===== config.mk =====
export PLATFORM = sky130hd
export DESIGN_NAME = ifb_flag_bank
export DESIGN_NICKNAME = d
export VERILOG_FILES = /design/src/common/ifb_pkg.sv /design/src/core/ifb_flag_reg.sv /design/src/core/ifb_enable_reg.sv /design/src/core/ifb_flag_bank.sv
export SDC_FILE = /design/constraint.sdc
export NUM_CORES = 1
export LEC_CHECK = 0
export ABC_AREA = 1
export BUFFER_PORTS_ARGS = -buffer_cell sky130_fd_sc_hd__buf_2
export CAP_MARGIN = 20
export CORE_AREA = 5 5 95 97
export CTS_BUF_LIST = sky130_fd_sc_hd__clkbuf_8
export DETAILED_ROUTE_END_ITERATION = 10
export DIE_AREA = 0 0 100 102
export PLACE_DENSITY = 0.86
export SKIP_CTS_REPAIR_TIMING = 1
export SLEW_MARGIN = 25
export SYNTH_ARGS = -nofsm -noshare
export SYNTH_HDL_FRONTEND = slang
export SYNTH_SLANG_ARGS = --single-unit

===== constraint.sdc =====
create_clock -name CLK_I -period 1.4 [get_ports CLK_I]
set_clock_uncertainty 0.05 [all_clocks]
set_input_delay 0.14 -clock CLK_I [delete_from_list [all_inputs] [get_ports CLK_I]]
set_output_delay 0.14 -clock CLK_I [all_outputs]
set_load 0.03 [all_outputs]

===== src/common/ifb_pkg.sv =====
package ifb_pkg;
  // register byte addresses on the apb bus
  localparam logic [11:0] FLAG0_OFS = 12'h000;
  localparam logic [11:0] FLAG1_OFS = 12'h004;
  localparam logic [11:0] ENABLE0_OFS = 12'h008;
  localparam logic [11:0] ENABLE1_OFS = 12'h00C;
  localparam logic [11:0] REQUEST_OFS = 12'h010;
  // implemented bit masks; zero positions always read zero
  localparam logic [15:0] FLAG0_MASK = 16'hBFEF;
  localparam logic [15:0] FLAG1_MASK = 16'hFA1F;
  // reset values of flags and enables
  localparam logic [15:0] FLAG_RESET = 16'h0000;
  localparam logic [15:0] ENABLE_RESET = 16'h0000;
  // bit positions, first flag register
  localparam int MEMORY_PROGRAM_POS = 15;
  localparam int CONVERTER_DONE_POS = 13;
  localparam int SERIAL_A_TX_POS = 12;
  localparam int SERIAL_A_RX_POS = 11;
  localparam int SYNC_SERIAL_A_EVENT_POS = 10;
  localparam int SYNC_SERIAL_A_FAULT_POS = 9;
  localparam int TIMER_C_POS = 8;
  localparam int TIMER_B_POS = 7;
  localparam int COMPARE_B_POS = 6;
  localparam int CAPTURE_B_POS = 5;
  localparam int TIMER_A_POS = 3;
  localparam int COMPARE_A_POS = 2;
  localparam int CAPTURE_A_POS = 1;
  localparam int EXT_PIN_A_POS = 0;
  // bit positions, second flag register
  localparam int SERIAL_B_TX_POS = 15;
  localparam int SERIAL_B_RX_POS = 14;
  localparam int EXT_PIN_C_POS = 13;
  localparam int TIMER_E_POS = 12;
  localparam int TIMER_D_POS = 11;
  localparam int COMPARE_C_POS = 9;
  localparam int EXT_PIN_B_POS = 4;
  localparam int PIN_CHANGE_POS = 3;
  localparam int COMPARATOR_POS = 2;
  localparam int TWO_WIRE_A_MASTER_POS = 1;
  localparam int TWO_WIRE_A_SLAVE_POS = 0;
  // request register layout
  localparam int REQUEST_ANY_POS = 2;
endpackage : ifb_pkg


===== src/core/ifb_flag_reg.sv =====
`timescale 1ns/1ps
// one 16-bit flag register: hardware sets, software writes
module ifb_flag_reg #(
  parameter logic [15:0] MASK = 16'hFFFF
) (
  input wire logic clk_i,
  input wire logic rst_n_i,
  input wire logic [15:0] set_i,
  input wire logic wr_i,
  input wire logic [15:0] wdata_i,
  output logic [15:0] flag_o
);
  logic [15:0] flag;
  logic [15:0] next_flag;

  // a set in the same cycle as a software write of zero wins
  always_comb
  begin
    next_flag = flag;
    if (wr_i)
    begin
      next_flag = wdata_i;
    end
    next_flag = (next_flag | set_i) & MASK;
  end

  always_ff @(posedge clk_i or negedge rst_n_i)
  begin
    if (!rst_n_i)
    begin
      flag <= ifb_pkg::FLAG_RESET;
    end
    else
    begin
      flag <= next_flag;
    end
  end

  assign flag_o = flag;
endmodule : ifb_flag_reg


===== src/core/ifb_enable_reg.sv =====
`timescale 1ns/1ps
// one 16-bit enable register, software only
module ifb_enable_reg #(
  parameter logic [15:0] MASK = 16'hFFFF
) (
  input wire logic clk_i,
  input wire logic rst_n_i,
  input wire logic wr_i,
  input wire logic [15:0] wdata_i,
  output logic [15:0] enable_o
);
  logic [15:0] enable;
  logic [15:0] next_enable;

  always_comb
  begin
    next_enable = wr_i ? (wdata_i & MASK) : enable;
  end

  always_ff @(posedge clk_i or negedge rst_n_i)
  begin
    if (!rst_n_i)
    begin
      enable <= ifb_pkg::ENABLE_RESET;
    end
    else
    begin
      enable <= next_enable;
    end
  end

  assign enable_o = enable;
endmodule : ifb_enable_reg


===== src/core/ifb_flag_bank.sv =====
// Design decisions made here: the register addresses and the APB register port.
`timescale 1ns/1ps
module ifb_flag_bank (
  input wire logic CLK_I,
  input wire logic RST_N_I,
  // apb slave
  input wire logic PSEL_I,
  input wire logic PENABLE_I,
  input wire logic PWRITE_I,
  input wire logic [11:0] PADDR_I,
  input wire logic [31:0] PWDATA_I,
  input wire logic [3:0] PSTRB_I,
  output logic [31:0] PRDATA_O,
  output logic PREADY_O,
  output logic PSLVERR_O,
  // event pulses, same clock domain, first register sources
  input wire logic MEMORY_PROGRAM_I,
  input wire logic CONVERTER_DONE_I,
  input wire logic SERIAL_A_TX_I,
  input wire logic SERIAL_A_RX_I,
  input wire logic SYNC_SERIAL_A_EVENT_I,
  input wire logic SYNC_SERIAL_A_FAULT_I,
  input wire logic TIMER_C_I,
  input wire logic TIMER_B_I,
  input wire logic COMPARE_B_I,
  input wire logic CAPTURE_B_I,
  input wire logic TIMER_A_I,
  input wire logic COMPARE_A_I,
  input wire logic CAPTURE_A_I,
  input wire logic EXT_PIN_A_I,
  // second register sources
  input wire logic SERIAL_B_TX_I,
  input wire logic SERIAL_B_RX_I,
  input wire logic EXT_PIN_C_I,
  input wire logic TIMER_E_I,
  input wire logic TIMER_D_I,
  input wire logic COMPARE_C_I,
  input wire logic EXT_PIN_B_I,
  input wire logic PIN_CHANGE_I,
  input wire logic COMPARATOR_I,
  input wire logic TWO_WIRE_A_MASTER_I,
  input wire logic TWO_WIRE_A_SLAVE_I,
  // flags and gated requests toward the cpu interrupt logic
  output logic [15:0] FLAG_STATUS_0_O,
  output logic [15:0] FLAG_STATUS_1_O,
  output logic [15:0] REQUEST_0_O,
  output logic [15:0] REQUEST_1_O,
  output logic REQUEST_ANY_O
);
  logic [15:0] set0;
  logic [15:0] set1;
  logic [15:0] flag_status_0;
  logic [15:0] flag_status_1;
  logic [15:0] enable_0;
  logic [15:0] enable_1;
  logic [15:0] req0;
  logic [15:0] req1;
  logic wr_phase;
  logic wr_f0;
  logic wr_f1;
  logic wr_e0;
  logic wr_e1;
  logic [15:0] wdata;
  logic addr_ok;
  logic [31:0] prdata;
  logic [31:0] next_prdata;
  logic pslverr;
  logic next_pslverr;

  // writes take effect in the access phase; zero wait states
  function automatic logic hit(input logic [11:0] addr, input logic [11:0] ofs);
    hit = (addr == ofs);
  endfunction : hit

  // merge partial writes by byte strobe so untouched bytes keep their flags
  function automatic logic [15:0] merge(input logic [15:0] old, input logic [31:0] wd, input logic [3:0] strb);
    merge = {strb[1] ? wd[15:8] : old[15:8], strb[0] ? wd[7:0] : old[7:0]};
  endfunction : merge

  // source pulses placed at their flag positions
  always_comb
  begin
    set0 = 16'h0000;
    set0[ifb_pkg::MEMORY_PROGRAM_POS] = MEMORY_PROGRAM_I;
    set0[ifb_pkg::CONVERTER_DONE_POS] = CONVERTER_DONE_I;
    set0[ifb_pkg::SERIAL_A_TX_POS] = SERIAL_A_TX_I;
    set0[ifb_pkg::SERIAL_A_RX_POS] = SERIAL_A_RX_I;
    set0[ifb_pkg::SYNC_SERIAL_A_EVENT_POS] = SYNC_SERIAL_A_EVENT_I;
    set0[ifb_pkg::SYNC_SERIAL_A_FAULT_POS] = SYNC_SERIAL_A_FAULT_I;
    set0[ifb_pkg::TIMER_C_POS] = TIMER_C_I;
    set0[ifb_pkg::TIMER_B_POS] = TIMER_B_I;
    set0[ifb_pkg::COMPARE_B_POS] = COMPARE_B_I;
    set0[ifb_pkg::CAPTURE_B_POS] = CAPTURE_B_I;
    set0[ifb_pkg::TIMER_A_POS] = TIMER_A_I;
    set0[ifb_pkg::COMPARE_A_POS] = COMPARE_A_I;
    set0[ifb_pkg::CAPTURE_A_POS] = CAPTURE_A_I;
    set0[ifb_pkg::EXT_PIN_A_POS] = EXT_PIN_A_I;
  end

  always_comb
  begin
    set1 = 16'h0000;
    set1[ifb_pkg::SERIAL_B_TX_POS] = SERIAL_B_TX_I;
    set1[ifb_pkg::SERIAL_B_RX_POS] = SERIAL_B_RX_I;
    set1[ifb_pkg::EXT_PIN_C_POS] = EXT_PIN_C_I;
    set1[ifb_pkg::TIMER_E_POS] = TIMER_E_I;
    set1[ifb_pkg::TIMER_D_POS] = TIMER_D_I;
    set1[ifb_pkg::COMPARE_C_POS] = COMPARE_C_I;
    set1[ifb_pkg::EXT_PIN_B_POS] = EXT_PIN_B_I;
    set1[ifb_pkg::PIN_CHANGE_POS] = PIN_CHANGE_I;
    set1[ifb_pkg::COMPARATOR_POS] = COMPARATOR_I;
    set1[ifb_pkg::TWO_WIRE_A_MASTER_POS] = TWO_WIRE_A_MASTER_I;
    set1[ifb_pkg::TWO_WIRE_A_SLAVE_POS] = TWO_WIRE_A_SLAVE_I;
  end

  // apb write decode
  assign wr_phase = PSEL_I & PENABLE_I & PWRITE_I;
  assign wr_f0 = wr_phase & hit(PADDR_I, ifb_pkg::FLAG0_OFS);
  assign wr_f1 = wr_phase & hit(PADDR_I, ifb_pkg::FLAG1_OFS);
  assign wr_e0 = wr_phase & hit(PADDR_I, ifb_pkg::ENABLE0_OFS);
  assign wr_e1 = wr_phase & hit(PADDR_I, ifb_pkg::ENABLE1_OFS);
  assign addr_ok = hit(PADDR_I, ifb_pkg::FLAG0_OFS) | hit(PADDR_I, ifb_pkg::FLAG1_OFS)
                 | hit(PADDR_I, ifb_pkg::ENABLE0_OFS) | hit(PADDR_I, ifb_pkg::ENABLE1_OFS)
                 | hit(PADDR_I, ifb_pkg::REQUEST_OFS);

  // flag registers: sticky, set beats a clearing write
  ifb_flag_reg #(.MASK(ifb_pkg::FLAG0_MASK)) u_flag0 (
    .clk_i(CLK_I),
    .rst_n_i(RST_N_I),
    .set_i(set0),
    .wr_i(wr_f0),
    .wdata_i(merge(flag_status_0, PWDATA_I, PSTRB_I)),
    .flag_o(flag_status_0)
  );

  ifb_flag_reg #(.MASK(ifb_pkg::FLAG1_MASK)) u_flag1 (
    .clk_i(CLK_I),
    .rst_n_i(RST_N_I),
    .set_i(set1),
    .wr_i(wr_f1),
    .wdata_i(merge(flag_status_1, PWDATA_I, PSTRB_I)),
    .flag_o(flag_status_1)
  );

  // companion enables share each flag's bit position
  ifb_enable_reg #(.MASK(ifb_pkg::FLAG0_MASK)) u_en0 (
    .clk_i(CLK_I),
    .rst_n_i(RST_N_I),
    .wr_i(wr_e0),
    .wdata_i(merge(enable_0, PWDATA_I, PSTRB_I)),
    .enable_o(enable_0)
  );

  ifb_enable_reg #(.MASK(ifb_pkg::FLAG1_MASK)) u_en1 (
    .clk_i(CLK_I),
    .rst_n_i(RST_N_I),
    .wr_i(wr_e1),
    .wdata_i(merge(enable_1, PWDATA_I, PSTRB_I)),
    .enable_o(enable_1)
  );

  // a flag becomes a request only when enabled; combinational, no added latency
  assign req0 = flag_status_0 & enable_0;
  assign req1 = flag_status_1 & enable_1;

  // read data registered in the setup phase, presented in the access phase
  always_comb
  begin
    next_prdata = prdata;
    next_pslverr = 1'b0;
    if (PSEL_I && !PENABLE_I)
    begin
      next_prdata = 32'h0000_0000;
      next_pslverr = ~addr_ok;
      if (!PWRITE_I)
      begin
        unique case (1'b1)
          hit(PADDR_I, ifb_pkg::FLAG0_OFS): next_prdata = {16'h0000, flag_status_0};
          hit(PADDR_I, ifb_pkg::FLAG1_OFS): next_prdata = {16'h0000, flag_status_1};
          hit(PADDR_I, ifb_pkg::ENABLE0_OFS): next_prdata = {16'h0000, enable_0};
          hit(PADDR_I, ifb_pkg::ENABLE1_OFS): next_prdata = {16'h0000, enable_1};
          hit(PADDR_I, ifb_pkg::REQUEST_OFS): next_prdata = {29'h0000_0000, |(req0 | req1), |req1, |req0};
          default: next_prdata = 32'h0000_0000;
        endcase
      end
    end
  end

  always_ff @(posedge CLK_I or negedge RST_N_I)
  begin
    if (!RST_N_I)
    begin
      prdata <= 32'h0000_0000;
      pslverr <= 1'b0;
    end
    else
    begin
      prdata <= next_prdata;
      pslverr <= next_pslverr;
    end
  end

  assign PRDATA_O = prdata;
  assign PSLVERR_O = pslverr & PSEL_I & PENABLE_I; // unmapped address errors, write is dropped
  assign PREADY_O = 1'b1; // never waits: every access ends after one access cycle
  assign FLAG_STATUS_0_O = flag_status_0;
  assign FLAG_STATUS_1_O = flag_status_1;
  assign REQUEST_0_O = req0;
  assign REQUEST_1_O = req1;
  assign REQUEST_ANY_O = |(req0 | req1);
endmodule : ifb_flag_bank


# Yosys cells after proc, flatten, opt, wreduce, memory -nomap -nowiden
# Index checks and enable logic that the tools add are counted.
dict set report totals {
  in_bits 78
  regBits 83
  out_inout_bits 99
}
dict set report classes {
  reduce_logical 10
  n_mux 9
  eq_ne 4
  bitwise_logic 18
}
# op count
set ops {}
lappend ops {{16-bit case mux with 5 select lines} 1}
lappend ops {{16-bit 2-to-1 mux} 3}
lappend ops {{16-bit OR} 3}
lappend ops {{16-bit OR reduction} 3}
lappend ops {{16-bit bitwise AND} 2}
lappend ops {{8-bit 2-to-1 mux} 4}
lappend ops {{12-bit by 4-bit equality test with 1-bit output, second input constant} 2}
lappend ops {{12-bit by 3-bit equality test with 1-bit output, second input constant} 1}
lappend ops {{12-bit by 5-bit equality test with 1-bit output, second input constant} 1}
lappend ops {{12-bit zero test} 1}
lappend ops {{1-bit bitwise AND} 8}
lappend ops {{2-bit AND reduction} 4}
lappend ops {{1-bit OR} 4}
lappend ops {{1-bit logical AND} 1}
lappend ops {{1-bit zero test} 1}
lappend ops {{1-bit 2-to-1 mux} 1}
lappend ops {{1-bit NOT} 1}

# Longest topological paths before layout
# Gate-level depths: netlist (run 1).
dict set report logic_depth {
  word_depth 7
  mapped_depth 10
  ltp_nobuf 10
}

# Hierarchy
# A second synthesis (run 1) with hierarchy kept.
dict set report unflattened {
  hier_cells 717
  area_unflattened_um2 4620.7
}
# module area_each_um2 cells_each instances seq_area_each_um2
set by_module_without_submodules {}
lappend by_module_without_submodules {ifb_flag_bank 2471.1 462 1 425.4}
lappend by_module_without_submodules {{ifb_flag_reg (u_flag0)} 619.3 76 1 350.3}
lappend by_module_without_submodules {{ifb_enable_reg (u_en0)} 549.3 62 1 350.3}
lappend by_module_without_submodules {{ifb_flag_reg (u_flag1)} 518.0 64 1 275.3}
lappend by_module_without_submodules {{ifb_enable_reg (u_en1)} 462.9 53 1 275.3}

# Worst setup path before layout (run 1)
# OpenSTA, ideal clock, no wires.
dict set report synth_timing {
  kind {flip-flop to flip-flop}
  from {reg u_flag0.flag[9], in the netlist u_flag0.flag_o[9]}
  to {reg prdata[2], in the netlist PRDATA_O[2]}
  period_less_slack_ns 1.633
  path_stages_with_launch 11
  required_time_ns 1.233
  t_arrival_ns 1.466
  path_slack_ns -0.233
  cell_sequence {dfrtp_1 -> nand2_1 -> inv_1 -> nor2_1 -> nand2_1 -> nor2_1 -> nand2_1 -> nand2_1 -> nand2_1 -> nand2_1 -> nand2_1}
}
dict set report synth_between {
  elab_chain_len 5
}
# element line_no
set synth_rtl {}
lappend synth_rtl {{start: declaration} ifb_flag_reg.sv:13} ;# logic [15:0] flag;
lappend synth_rtl {{start signal: assignment} ifb_flag_reg.sv:31} ;# flag <= ifb_pkg::FLAG_RESET;
lappend synth_rtl {{start signal: assignment} ifb_flag_reg.sv:35} ;# flag <= next_flag;
lappend synth_rtl {{16-bit bitwise AND} ifb_flag_bank.sv:163} ;# assign req0 = flag_status_0 & enable_0;
lappend synth_rtl {{via REQUEST_0_O[9]} ifb_flag_bank.sv:46} ;# output logic [15:0] REQUEST_0_O,
lappend synth_rtl {{16-bit OR} n/a}
lappend synth_rtl {{16-bit OR reduction} n/a}
lappend synth_rtl {{via REQUEST_ANY_O} ifb_flag_bank.sv:48} ;# output logic REQUEST_ANY_O
lappend synth_rtl {{16-bit case mux with 5 select lines} ifb_flag_bank.sv:177} ;# unique case (1'b1)
lappend synth_rtl {{16-bit 2-to-1 mux} ifb_flag_bank.sv:175} ;# if (!PWRITE_I)
lappend synth_rtl {{end signal: assignment} ifb_flag_bank.sv:198} ;# prdata <= next_prdata;
lappend synth_rtl {{end: declaration} ifb_flag_bank.sv:65} ;# logic [31:0] prdata;
# The timed path passes the listed nets, and every way through them passes these cells.
# A chain may end at the register's enable or synchronous reset.

# Worst setup path after layout (run 1)
dict set report layout_timing {
  from {reg u_flag1.flag[15], in the netlist u_flag1.flag_o[15]}
  to {out REQUEST_ANY_O}
}
dict set report layout_between {
  elab_chain_len 3
}
# element line_no
set layout_rtl {}
lappend layout_rtl {{start: declaration} ifb_flag_reg.sv:13}
lappend layout_rtl {{start signal: assignment} ifb_flag_reg.sv:31}
lappend layout_rtl {{start signal: assignment} ifb_flag_reg.sv:35}
lappend layout_rtl {{16-bit bitwise AND} ifb_flag_bank.sv:164} ;# assign req1 = flag_status_1 & enable_1;
lappend layout_rtl {{16-bit OR} ifb_flag_bank.sv:210} ;# assign REQUEST_ANY_O = |(req0 | req1);
lappend layout_rtl {{16-bit OR reduction} ifb_flag_bank.sv:210}
lappend layout_rtl {{end: declaration} ifb_flag_bank.sv:48}
# Every way passes these cells.

==> results of run 1 <==
==> worst max-delay path: cells and delay by family (launching register included) <==
family / cells / cell delay (ns)
flops: 1 / 0.41
buf+inv: 1 / 0.14
simple gates: 6 / 0.57
==> logic make-up (layout without fill, tap and decap cells) <==
kind of cell,after synthesis,count (layout)
flops,67,67
compound gates,45,45
buf+inv,96,274
simple gates,312,312
other cells,2,31
==> layer usage <==
layer | wire length [um] | share of wire (%) | global-route usage (%)
met4 | 366 | 2.9 | 10.16
met3 | 1029 | 8.1 | 2.730
met2 | 6290 | 50 | 40.74
met5 | 0 | 0 | 0
met1 | 4994 | 39 | 30.80
==> worst min-delay path by stage <==
| stage | from | depth (start not counted) | to | slack, ns |
|---|---|---|---|---|
| floorplan | RST_N_I | 0 | PRDATA_O[0] | -0.21 |
| global placement | RST_N_I | 2 | PRDATA_O[8] | 0.13 |
| detailed placement | RST_N_I | 2 | PRDATA_O[13] | 0.14 |
| CTS | RST_N_I | 2 | PRDATA_O[13] | -0.24 |
| global route | PWDATA_I[2] | 3 | u_flag0.flag_o[2] | 0.005 |
| finish | PWDATA_I[3] | 3 | u_flag0.flag_o[3] | -0.0007 |
==> final cells by class <==
type / instances / area (um2) / area share (%)
clock buffers: 12 / 165.2 / 3.043
clock inverters: 4 / 55.05 / 1.014
inverters: 45 / 171.4 / 3.158
multi-input cells: 388 / 1798 / 33.13
flip-flops and latches: 67 / 1698 / 31.28
well taps: 105 / 131.4 / 2.420
repair buffers: 213 / 1409 / 25.96
==> where the power goes <==
group | switching [mW] | internal [mW] | total (mW)
logic | 0.283 | 0.143 | 0.425
registers | 0.000920 | 1.94 | 1.94
clock network | 0.778 | 0.978 | 1.76
total | 1.06 | 3.06 | 4.12
==> per-stage QoR <==
| stage | utilization, % | cell area (um2) |
|---|---|---|
| 6_report | 67.41 | 5428 |
| 4_1_cts | 62.63 | 5042 |
| 2_1_floorplan | - | 3963 |
| 5_1_grt | 67.41 | 5428 |
| 3_3_place_gp | 59.89 | 4822 |
| 3_5_place_dp | 59.89 | 4822 |
==> cell usage after synthesis, types with 2 or more instances <==
master    instances  area (um2)
o21ai_2           9       78.83
nand3_1          83       415.4
buf_2            10       50.05
nand2_1         180       675.7
o21ai_0           5       25.02
nor3_1            4       20.02
o21ai_1           5       25.02
nor2_1           23       86.33
dfrtp_1          67        1677
conb_1            2       7.510
nor2_4            4       45.04
buf_4            35       262.8
a21oi_1          25       125.1
inv_1            45       168.9
nand4_1           7       43.79
nand2_2           6       37.54
nor2_2            3       18.77
clkbuf_1          5       18.77
==> flip-flops by register name, summed over array words and instances, names as in the netlist <==
register / count
PRDATA_O: 16
pslverr: 1
u_en0.enable_o: 14
u_en1.enable_o: 11
u_flag0.flag_o: 14
u_flag1.flag_o: 11
==> results.yml, run 1 <==
worst_setup_path:
  setup.worst_path.start_class: "flip-flop"
  crit_end: "REQUEST_ANY_O"
  r2r_end: "PRDATA_O[2]"
  cp-startpoint: "u_flag1.flag_o[15]"
  worstPathRequired_ns: 1.21
  cp-end-kind: "output pin"
  critPathSlowestCell: "dfrtp_2"
  crit_chain: "nand2_2, nand2_1, nor2_2, nand2_1, nor2_2, nand2_2, buf_6"
  regToRegSetupSlack_ns: -0.11
  arrival_ns: 1.49
  r2r-start: "u_flag1.flag_o[15]"
  r2r_cells: 11
  worst_path_largest_cell_delay_ns: 0.41
  worst-path-max-fanout: 2
  worstSetupPathType: "reg -> out"
grt:
  grtUsageTotal_pct: 23.82
  grt_start_max_net_pins: 68
  grt_pass1_wl_um: 19200
  grt_overflow: 0
  grt_pass1_vias: 3903
  grt_antenna_before_repair: 0
logic_synthesis:
  muxShareOfSynthArea_pct: 0
  async_reset_ff_share_pct: 100.0
  synth_compound_area_share_pct: 6.804
  synth_area_um2: 3825
  ys_seq_elements: 67
  synth_xor_area_share_pct: 0
  synth_top_family_by_area: "simple AND/OR/NAND/NOR gates"
  syn_inst: 522
  yosys_warnings: 0
  synthFlopType: "dfrtp_1"
  yosys.area_share.adder_pct: 0
  synth-simple-area-share_pct: 35.79
  synth_edf_count: 0
  ys_seq_area_share_pct: 43.83
  synth_cell_types: 22
  avgSynthCellArea_um2: 7.327
floorplanning:
  dieArea_um2: 10200
  die_x_um: 100
  rows: 33
  io_pins: 177
  initial_utilization_pct: 47.51
  core_um2: 8051
  die_h_um: 102
sta:
  hold_viol: 2
  finalMaxSlewViolations: 0
  period_needed_ns: 1.678
  finalSetupViolCount: 2
  setup_slack_ns: -0.2781
  fmax_mhz: 595.9
  post-route-period-util_pct: 119.9
  hold_slack_ns: -0.0006680
  setup_tns_ns: -0.3890
  grt_setup_unrepaired: "yes"
power:
  leakage_nw: 2.994
  ir_drop_mv: 0.4695
  total_power_mw: 4.118
  p_per_area_nw_per_um2: 758.7
drt:
  firstDrtPassIters: 5
  drt_iter0_drc: 245
  via_per_inst: 5.022
  drc: 0
  wl_per_cell_um: 15.20
  antenna_left: 0
  num_vias: 4188
  drt_wl_total_um: 12680
run_status:
  violations: "hold timing, setup timing"
  status: "complete, but fails checks"
final_layout:
  fin_nets: 802
  fill_cells: 705
  syn2layout_area_growth_pct: 41.90
  drive_gt1_share_pct: 35.53
  final_common_cell: "nand2_1"
  final_cells: 834
  n_antenna_cell: 0
  layout_common_cells: "nand2_1 (170), buf_2 (122), nand3_1 (82)"
cts:
  h-tree-depth: 3
  clk_path_buf_depth: 2
  cts_tree: "built"
  numClockSinks: 67
  cts_made_buffers: 9
  clk_pin_slew_ns: 0.08
  cts_root_buf: "clkbuf_8"
  insertion_delay_ns: 0.35
placed_design:
  gp_congestion: 0.9289
  detailedPlace.worstSlack_ns: -0.1517
  dp.cells: 785
  portBuffers: 127
  hpwlAfterDp_um: 9322
hold_path:
  hold_path_class: "in -> reg"
flow_run:
  drv_cap: 0
(Power assumes the default switching activity.)
==> run 2, diff against run 1 <==
==> constraint.sdc (replaced) <==
create_clock -name CLK_I -period 1.84 [get_ports CLK_I]
set_clock_uncertainty 0.05 [all_clocks]
set_input_delay 0.092 -clock CLK_I [delete_from_list [all_inputs] [get_ports CLK_I]]
set_output_delay 0.092 -clock CLK_I [all_outputs]
set_load 0.03 [all_outputs]
==> run 2 against run 1 <==
  * The flow finishes with violations (hold timing)
  * Sequential power shrank 24%
  * First-iteration DRC count grew 10%
  * Via count decreased by 2.9%
  * Final cell count decreased by 2.9%
  * Global-route usage shrank 0.63 points
  * Final area down 5.4%
  * Critical path type unchanged
  * Largest power group unchanged
==> results.yml, run 2 (synthesis results as in run 1) <==
run_status:
  status: "complete, but fails checks"
  violations: "hold timing"
cts:
  numClockSinks: 67
  insertion_delay_ns: 0.35
  clk_pin_slew_ns: 0.07
  cts_root_buf: "clkbuf_8"
  cts_tree: "built"
  cts_made_buffers: 9
  h-tree-depth: 3
  clk_path_buf_depth: 2
grt:
  grt_pass1_wl_um: 18440
  grt_pass1_vias: 3851
  grt_antenna_before_repair: 0
  grt_start_max_net_pins: 68
  grt_overflow: 0
  grtUsageTotal_pct: 23.19
worst_setup_path:
  crit_top_cell: "nand2_1"
  cp-startpoint: "u_flag1.flag_o[12]"
  cp-end-kind: "output pin"
  worstSetupPathType: "reg -> out"
  r2r-start: "u_flag1.flag_o[12]"
  worst_path_largest_cell_delay_ns: 0.41
  crit_chain: "nand2_1, nand2_1, nor2_1, nand2_1, nor2_1, nand2_1, buf_2"
  critPathSlowestCell: "dfrtp_1"
  setup.worst_path.start_class: "flip-flop"
  arrival_ns: 1.61
  worstPathRequired_ns: 1.70
  path_buf_inv: 1
  cp_top_family: "simple AND/OR/NAND/NOR gates"
  worst-path-max-fanout: 4
final_layout:
  final_cells: 810
  fill_cells: 717
  largest_reg_flops: 16
  multi_input_area_um2: 1745
  seq_area_um2: 1677
  syn2layout_area_growth_pct: 34.28
  layout_common_cells: "nand2_1 (180), buf_2 (127), nand3_1 (83)"
  final_common_cell: "nand2_1"
  n_antenna_cell: 0
  fin_nets: 779
  drive_gt1_share_pct: 25.25
placed_design:
  hpwlAfterDp_um: 8782
  gp_congestion: 0.8762
  dp.cells: 745
  portBuffers: 127
power:
  leakage_nw: 2.823
  ir_drop_mv: 0.3047
  total_power_mw: 2.890
  p_per_area_nw_per_um2: 562.7
floorplanning:
  initial_utilization_pct: 47.51
  dieArea_um2: 10200
  rows: 33
  die_x_um: 100
  die_h_um: 102
  core_um2: 8051
  io_pins: 177
sta:
  relSlewSlack_pct: 64.15
  finalSetupViolCount: 0
  hold_slack_ns: -0.02808
  setup_tns_ns: 0
  hold_viol: 5
  fmax_mhz: 569.9
  post-route-period-util_pct: 95.36
  period_needed_ns: 1.755
  tightest_slew_ns: 0.5364
  finalMaxSlewViolations: 0
drt:
  via_per_inst: 5.020
  wl_per_cell_um: 15.60
  drt_wl_total_um: 12640
  firstDrtPassIters: 5
  antenna_left: 0
  drt_iter0_drc: 270
  drc: 0
  num_vias: 4066
hold_path:
  hold_path_class: "in -> reg"
  hold_start: "PWDATA_I[5]"
flow_run:
  drv_cap: 0
## run 2: cell types whose count changed in the layout (fill, tap and decap cells not counted), sizes merged
cell and change:
buf -45, bufinv -1, clkbuf -2, clkinv +2, clkinvlp +1, dlygate4sd3 +22
inv -1
## run 2: tightest hold or removal path: cells and delay by family
kind / cells / cell delay (ns)
buffers and inverters: 1 / 0.11
and+or+nand+nor: 2 / 0.13
## run 2: final timing paths
kind | end | slack (ns) | cells past startpoint
hold / removal | u_en0.enable_o[5] | -0.03 | 3
min in group asynchronous | PRDATA_O[9] | 0.24 | 3
max in group asynchronous | u_en1.enable_o[4] | 1.21 | 3
hold reg to reg | PRDATA_O[4] | 0.42 | 2
setup / recovery | REQUEST_ANY_O | 0.09 | 7
setup reg to reg | PRDATA_O[2] | 0.35 | 10
## run 2: metrics by stage
stage | util [%] | setup slack (ns) | area [um2]
floorplan | - | 0.2069 | 3934
global placement | 55.49 | 0.2544 | 4468
detailed placement | 55.49 | 0.1711 | 4468
CTS | 57.58 | 0.09579 | 4636
global route | 63.79 | -0.01602 | 5136
finish | 63.79 | 0.08530 | 5136
## run 2: metal layers
metal | routed length, um | vias to the layer above | part of all wire (%) | global-route usage, %
met1 | 4857 | 1892 | 38 | 29.20
met5 | 0 | - | 0 | 0
met3 | 970 | 27 | 7.7 | 4.300
met2 | 6525 | 186 | 52 | 39.25
met4 | 286 | 0 | 2.3 | 10.05
li1 | - | 1961 | - | -
## run 2: cell type report
class	instances	area share, %
multi-input combinational	388	33.98
sequential	67	32.64
timing repair buffer	190	24.26
inverter	45	3.289
clock buffer	10	2.680
tap	105	2.558
clock inverter	5	0.5847
## run 2: power by group
group	switching (mW)	internal, mW	total (mW)
registers	0.000627	1.47	1.47
logic	0.220	0.121	0.341
clock network	0.565	0.510	1.08
==> run 3, diff against run 2 <==
Settings changed: SETUP_SLACK_MARGIN set to 0.3.
==> run 3 against run 2 <==
  * The run still ends with hold timing left
  * Fmax up 7.4%
  * Combinational power about the same
  * Global-route usage up 0.36 points
  * Register-to-register slack better by 0.10 ns
  * Routed wire length up 2.8%
  * Highest routed layer unchanged
  * Clock power up 20%
  * Sequential power about the same
  * Clock-buffer cell count up 1
  * Largest cell class unchanged
  * Flip-flop and latch count unchanged
  * First-iteration DRC count down 13%
==> results.yml, run 3 (synthesis results as in run 1) <==
run_status:
  status: "complete, but fails checks"
  violations: "hold timing"
final_layout:
  n_antenna_cell: 0
  syn2layout_area_growth_pct: 41.94
  seq_area_um2: 1682
  drive_gt1_share_pct: 33.38
  fill_cells: 657
  multi_input_area_um2: 1828
  final_cells: 836
  layout_common_cells: "nand2_1 (157), buf_2 (126), nand3_1 (83)"
  largest_reg_flops: 16
  fin_nets: 804
  final_common_cell: "nand2_1"
grt:
  grt_start_max_net_pins: 42
  grt_antenna_before_repair: 0
  grt_pass1_vias: 3821
  grt_pass1_wl_um: 18610
  grt_overflow: 0
  grtUsageTotal_pct: 23.54
floorplanning:
  core_um2: 8051
  dieArea_um2: 10200
  die_h_um: 102
  initial_utilization_pct: 47.51
  rows: 33
  io_pins: 177
  die_x_um: 100
worst_setup_path:
  worst-path-max-fanout: 4
  cp-startpoint: "u_flag0.flag_o[8]"
  crit_chain: "nand2_2, nand4_1, nor2_2, nand2_2, buf_6"
  crit_top_cell: "nand2_2"
  r2r_cells: 8
  arrival_ns: 1.49
  worst_path_largest_cell_delay_ns: 0.44
  worstPathRequired_ns: 1.70
  cp-end-kind: "output pin"
  critPathSlowestCell: "dfrtp_1"
  worstSetupPathType: "reg -> out"
  r2r-start: "u_flag0.flag_o[8]"
  setup.worst_path.start_class: "flip-flop"
sta:
  fmax_mhz: 611.8
  hold_viol: 2
  relSlewSlack_pct: 62.78
  post-route-period-util_pct: 88.83
  tightest_slew_ns: 0.5570
  finalMaxSlewViolations: 0
  finalSetupViolCount: 0
  hold_slack_ns: -0.006704
  grt_setup_unrepaired: "yes"
  period_needed_ns: 1.634
  setup_tns_ns: 0
drt:
  num_vias: 4235
  firstDrtPassIters: 5
  antenna_left: 0
  via_per_inst: 5.066
  drc: 0
  drt_wl_total_um: 13000
  drt_iter0_drc: 234
  wl_per_cell_um: 15.54
cts:
  clk_pin_slew_ns: 0.08
  cts_root_buf: "clkbuf_8"
  h-tree-depth: 3
  cts_tree: "built"
  insertion_delay_ns: 0.36
  cts_made_buffers: 9
  clk_path_buf_depth: 2
  numClockSinks: 67
placed_design:
  portBuffers: 127
  dp.cells: 746
  gp_congestion: 0.8996
  hpwlAfterDp_um: 9002
power:
  total_power_mw: 3.115
  p_per_area_nw_per_um2: 573.7
  leakage_nw: 2.987
  ir_drop_mv: 0.4646
hold_path:
  hold_start: "PWDATA_I[15]"
  hold_path_class: "in -> reg"
  whs_path_depth: 3
flow_run:
  drv_cap: 0
==> run 3: cell types whose count changed in the layout (fill, tap and decap cells not counted), sizes merged <==
cell,previous run,this run
dlygate4sd3,50,42
clkinvlp,2,1
bufinv,0,1
clkbuf,10,11
clkinv,3,2
inv,45,46
buf,140,173
==> run 3: routing by layer <==
layer,GRT usage [%],up-vias,part of all wire (%)
li1,-,2012,-
met1,29.38,2010,38
met2,40.43,184,51
met3,5.256,29,7.8
met4,8.394,0,2.8
met5,0,-,0
==> run 3: layout make-up <==
type / instances / area share [%]
well taps: 105 / 2.420
inverters: 45 / 3.111
clock inverters: 5 / 1.106
multi-input cells: 388 / 33.67
flip-flops and latches: 67 / 30.97
clock buffers: 11 / 2.789
repair buffers: 215 / 25.93
==> run 3: worst paths after layout <==
check	endpoint	slack (ns)
max in group asynchronous	u_flag0.flag_o[3]	1.04
hold / removal	u_en0.enable_o[15]	-0.007
setup / recovery	REQUEST_ANY_O	0.21
min in group asynchronous	PRDATA_O[12]	0.22
hold reg to reg	PRDATA_O[4]	0.43
setup reg to reg	PRDATA_O[2]	0.45
==> run 3: stage by stage <==
stage | hold slack (ns) | area [um2] | setup slack (ns) | utilization, %
2_1_floorplan | -0.2536 | 3938 | 0.3218 | -
3_3_place_gp | 0.06163 | 4467 | 0.1593 | 55.48
3_5_place_dp | 0.06876 | 4467 | 0.08164 | 55.48
4_1_cts | -0.3091 | 4678 | 0.06712 | 58.10
5_1_grt | 0.001778 | 5429 | 0.1507 | 67.43
6_report | -0.006704 | 5429 | 0.2056 | 67.43
==> run 3: power by group <==
group / switching (mW) / internal, mW / total (mW)
clock network: 0.598 / 0.704 / 1.30
logic: 0.219 / 0.121 / 0.340
registers: 0.000683 / 1.47 / 1.47
total: 0.817 / 2.30 / 3.11
==> run 3: critical path, delay by kind of cell (launching register included) <==
kind / cells / cell delay (ns)
flip-flops: 1 / 0.44
buffers and inverters: 1 / 0.14
AND/OR/NAND/NOR: 4 / 0.56
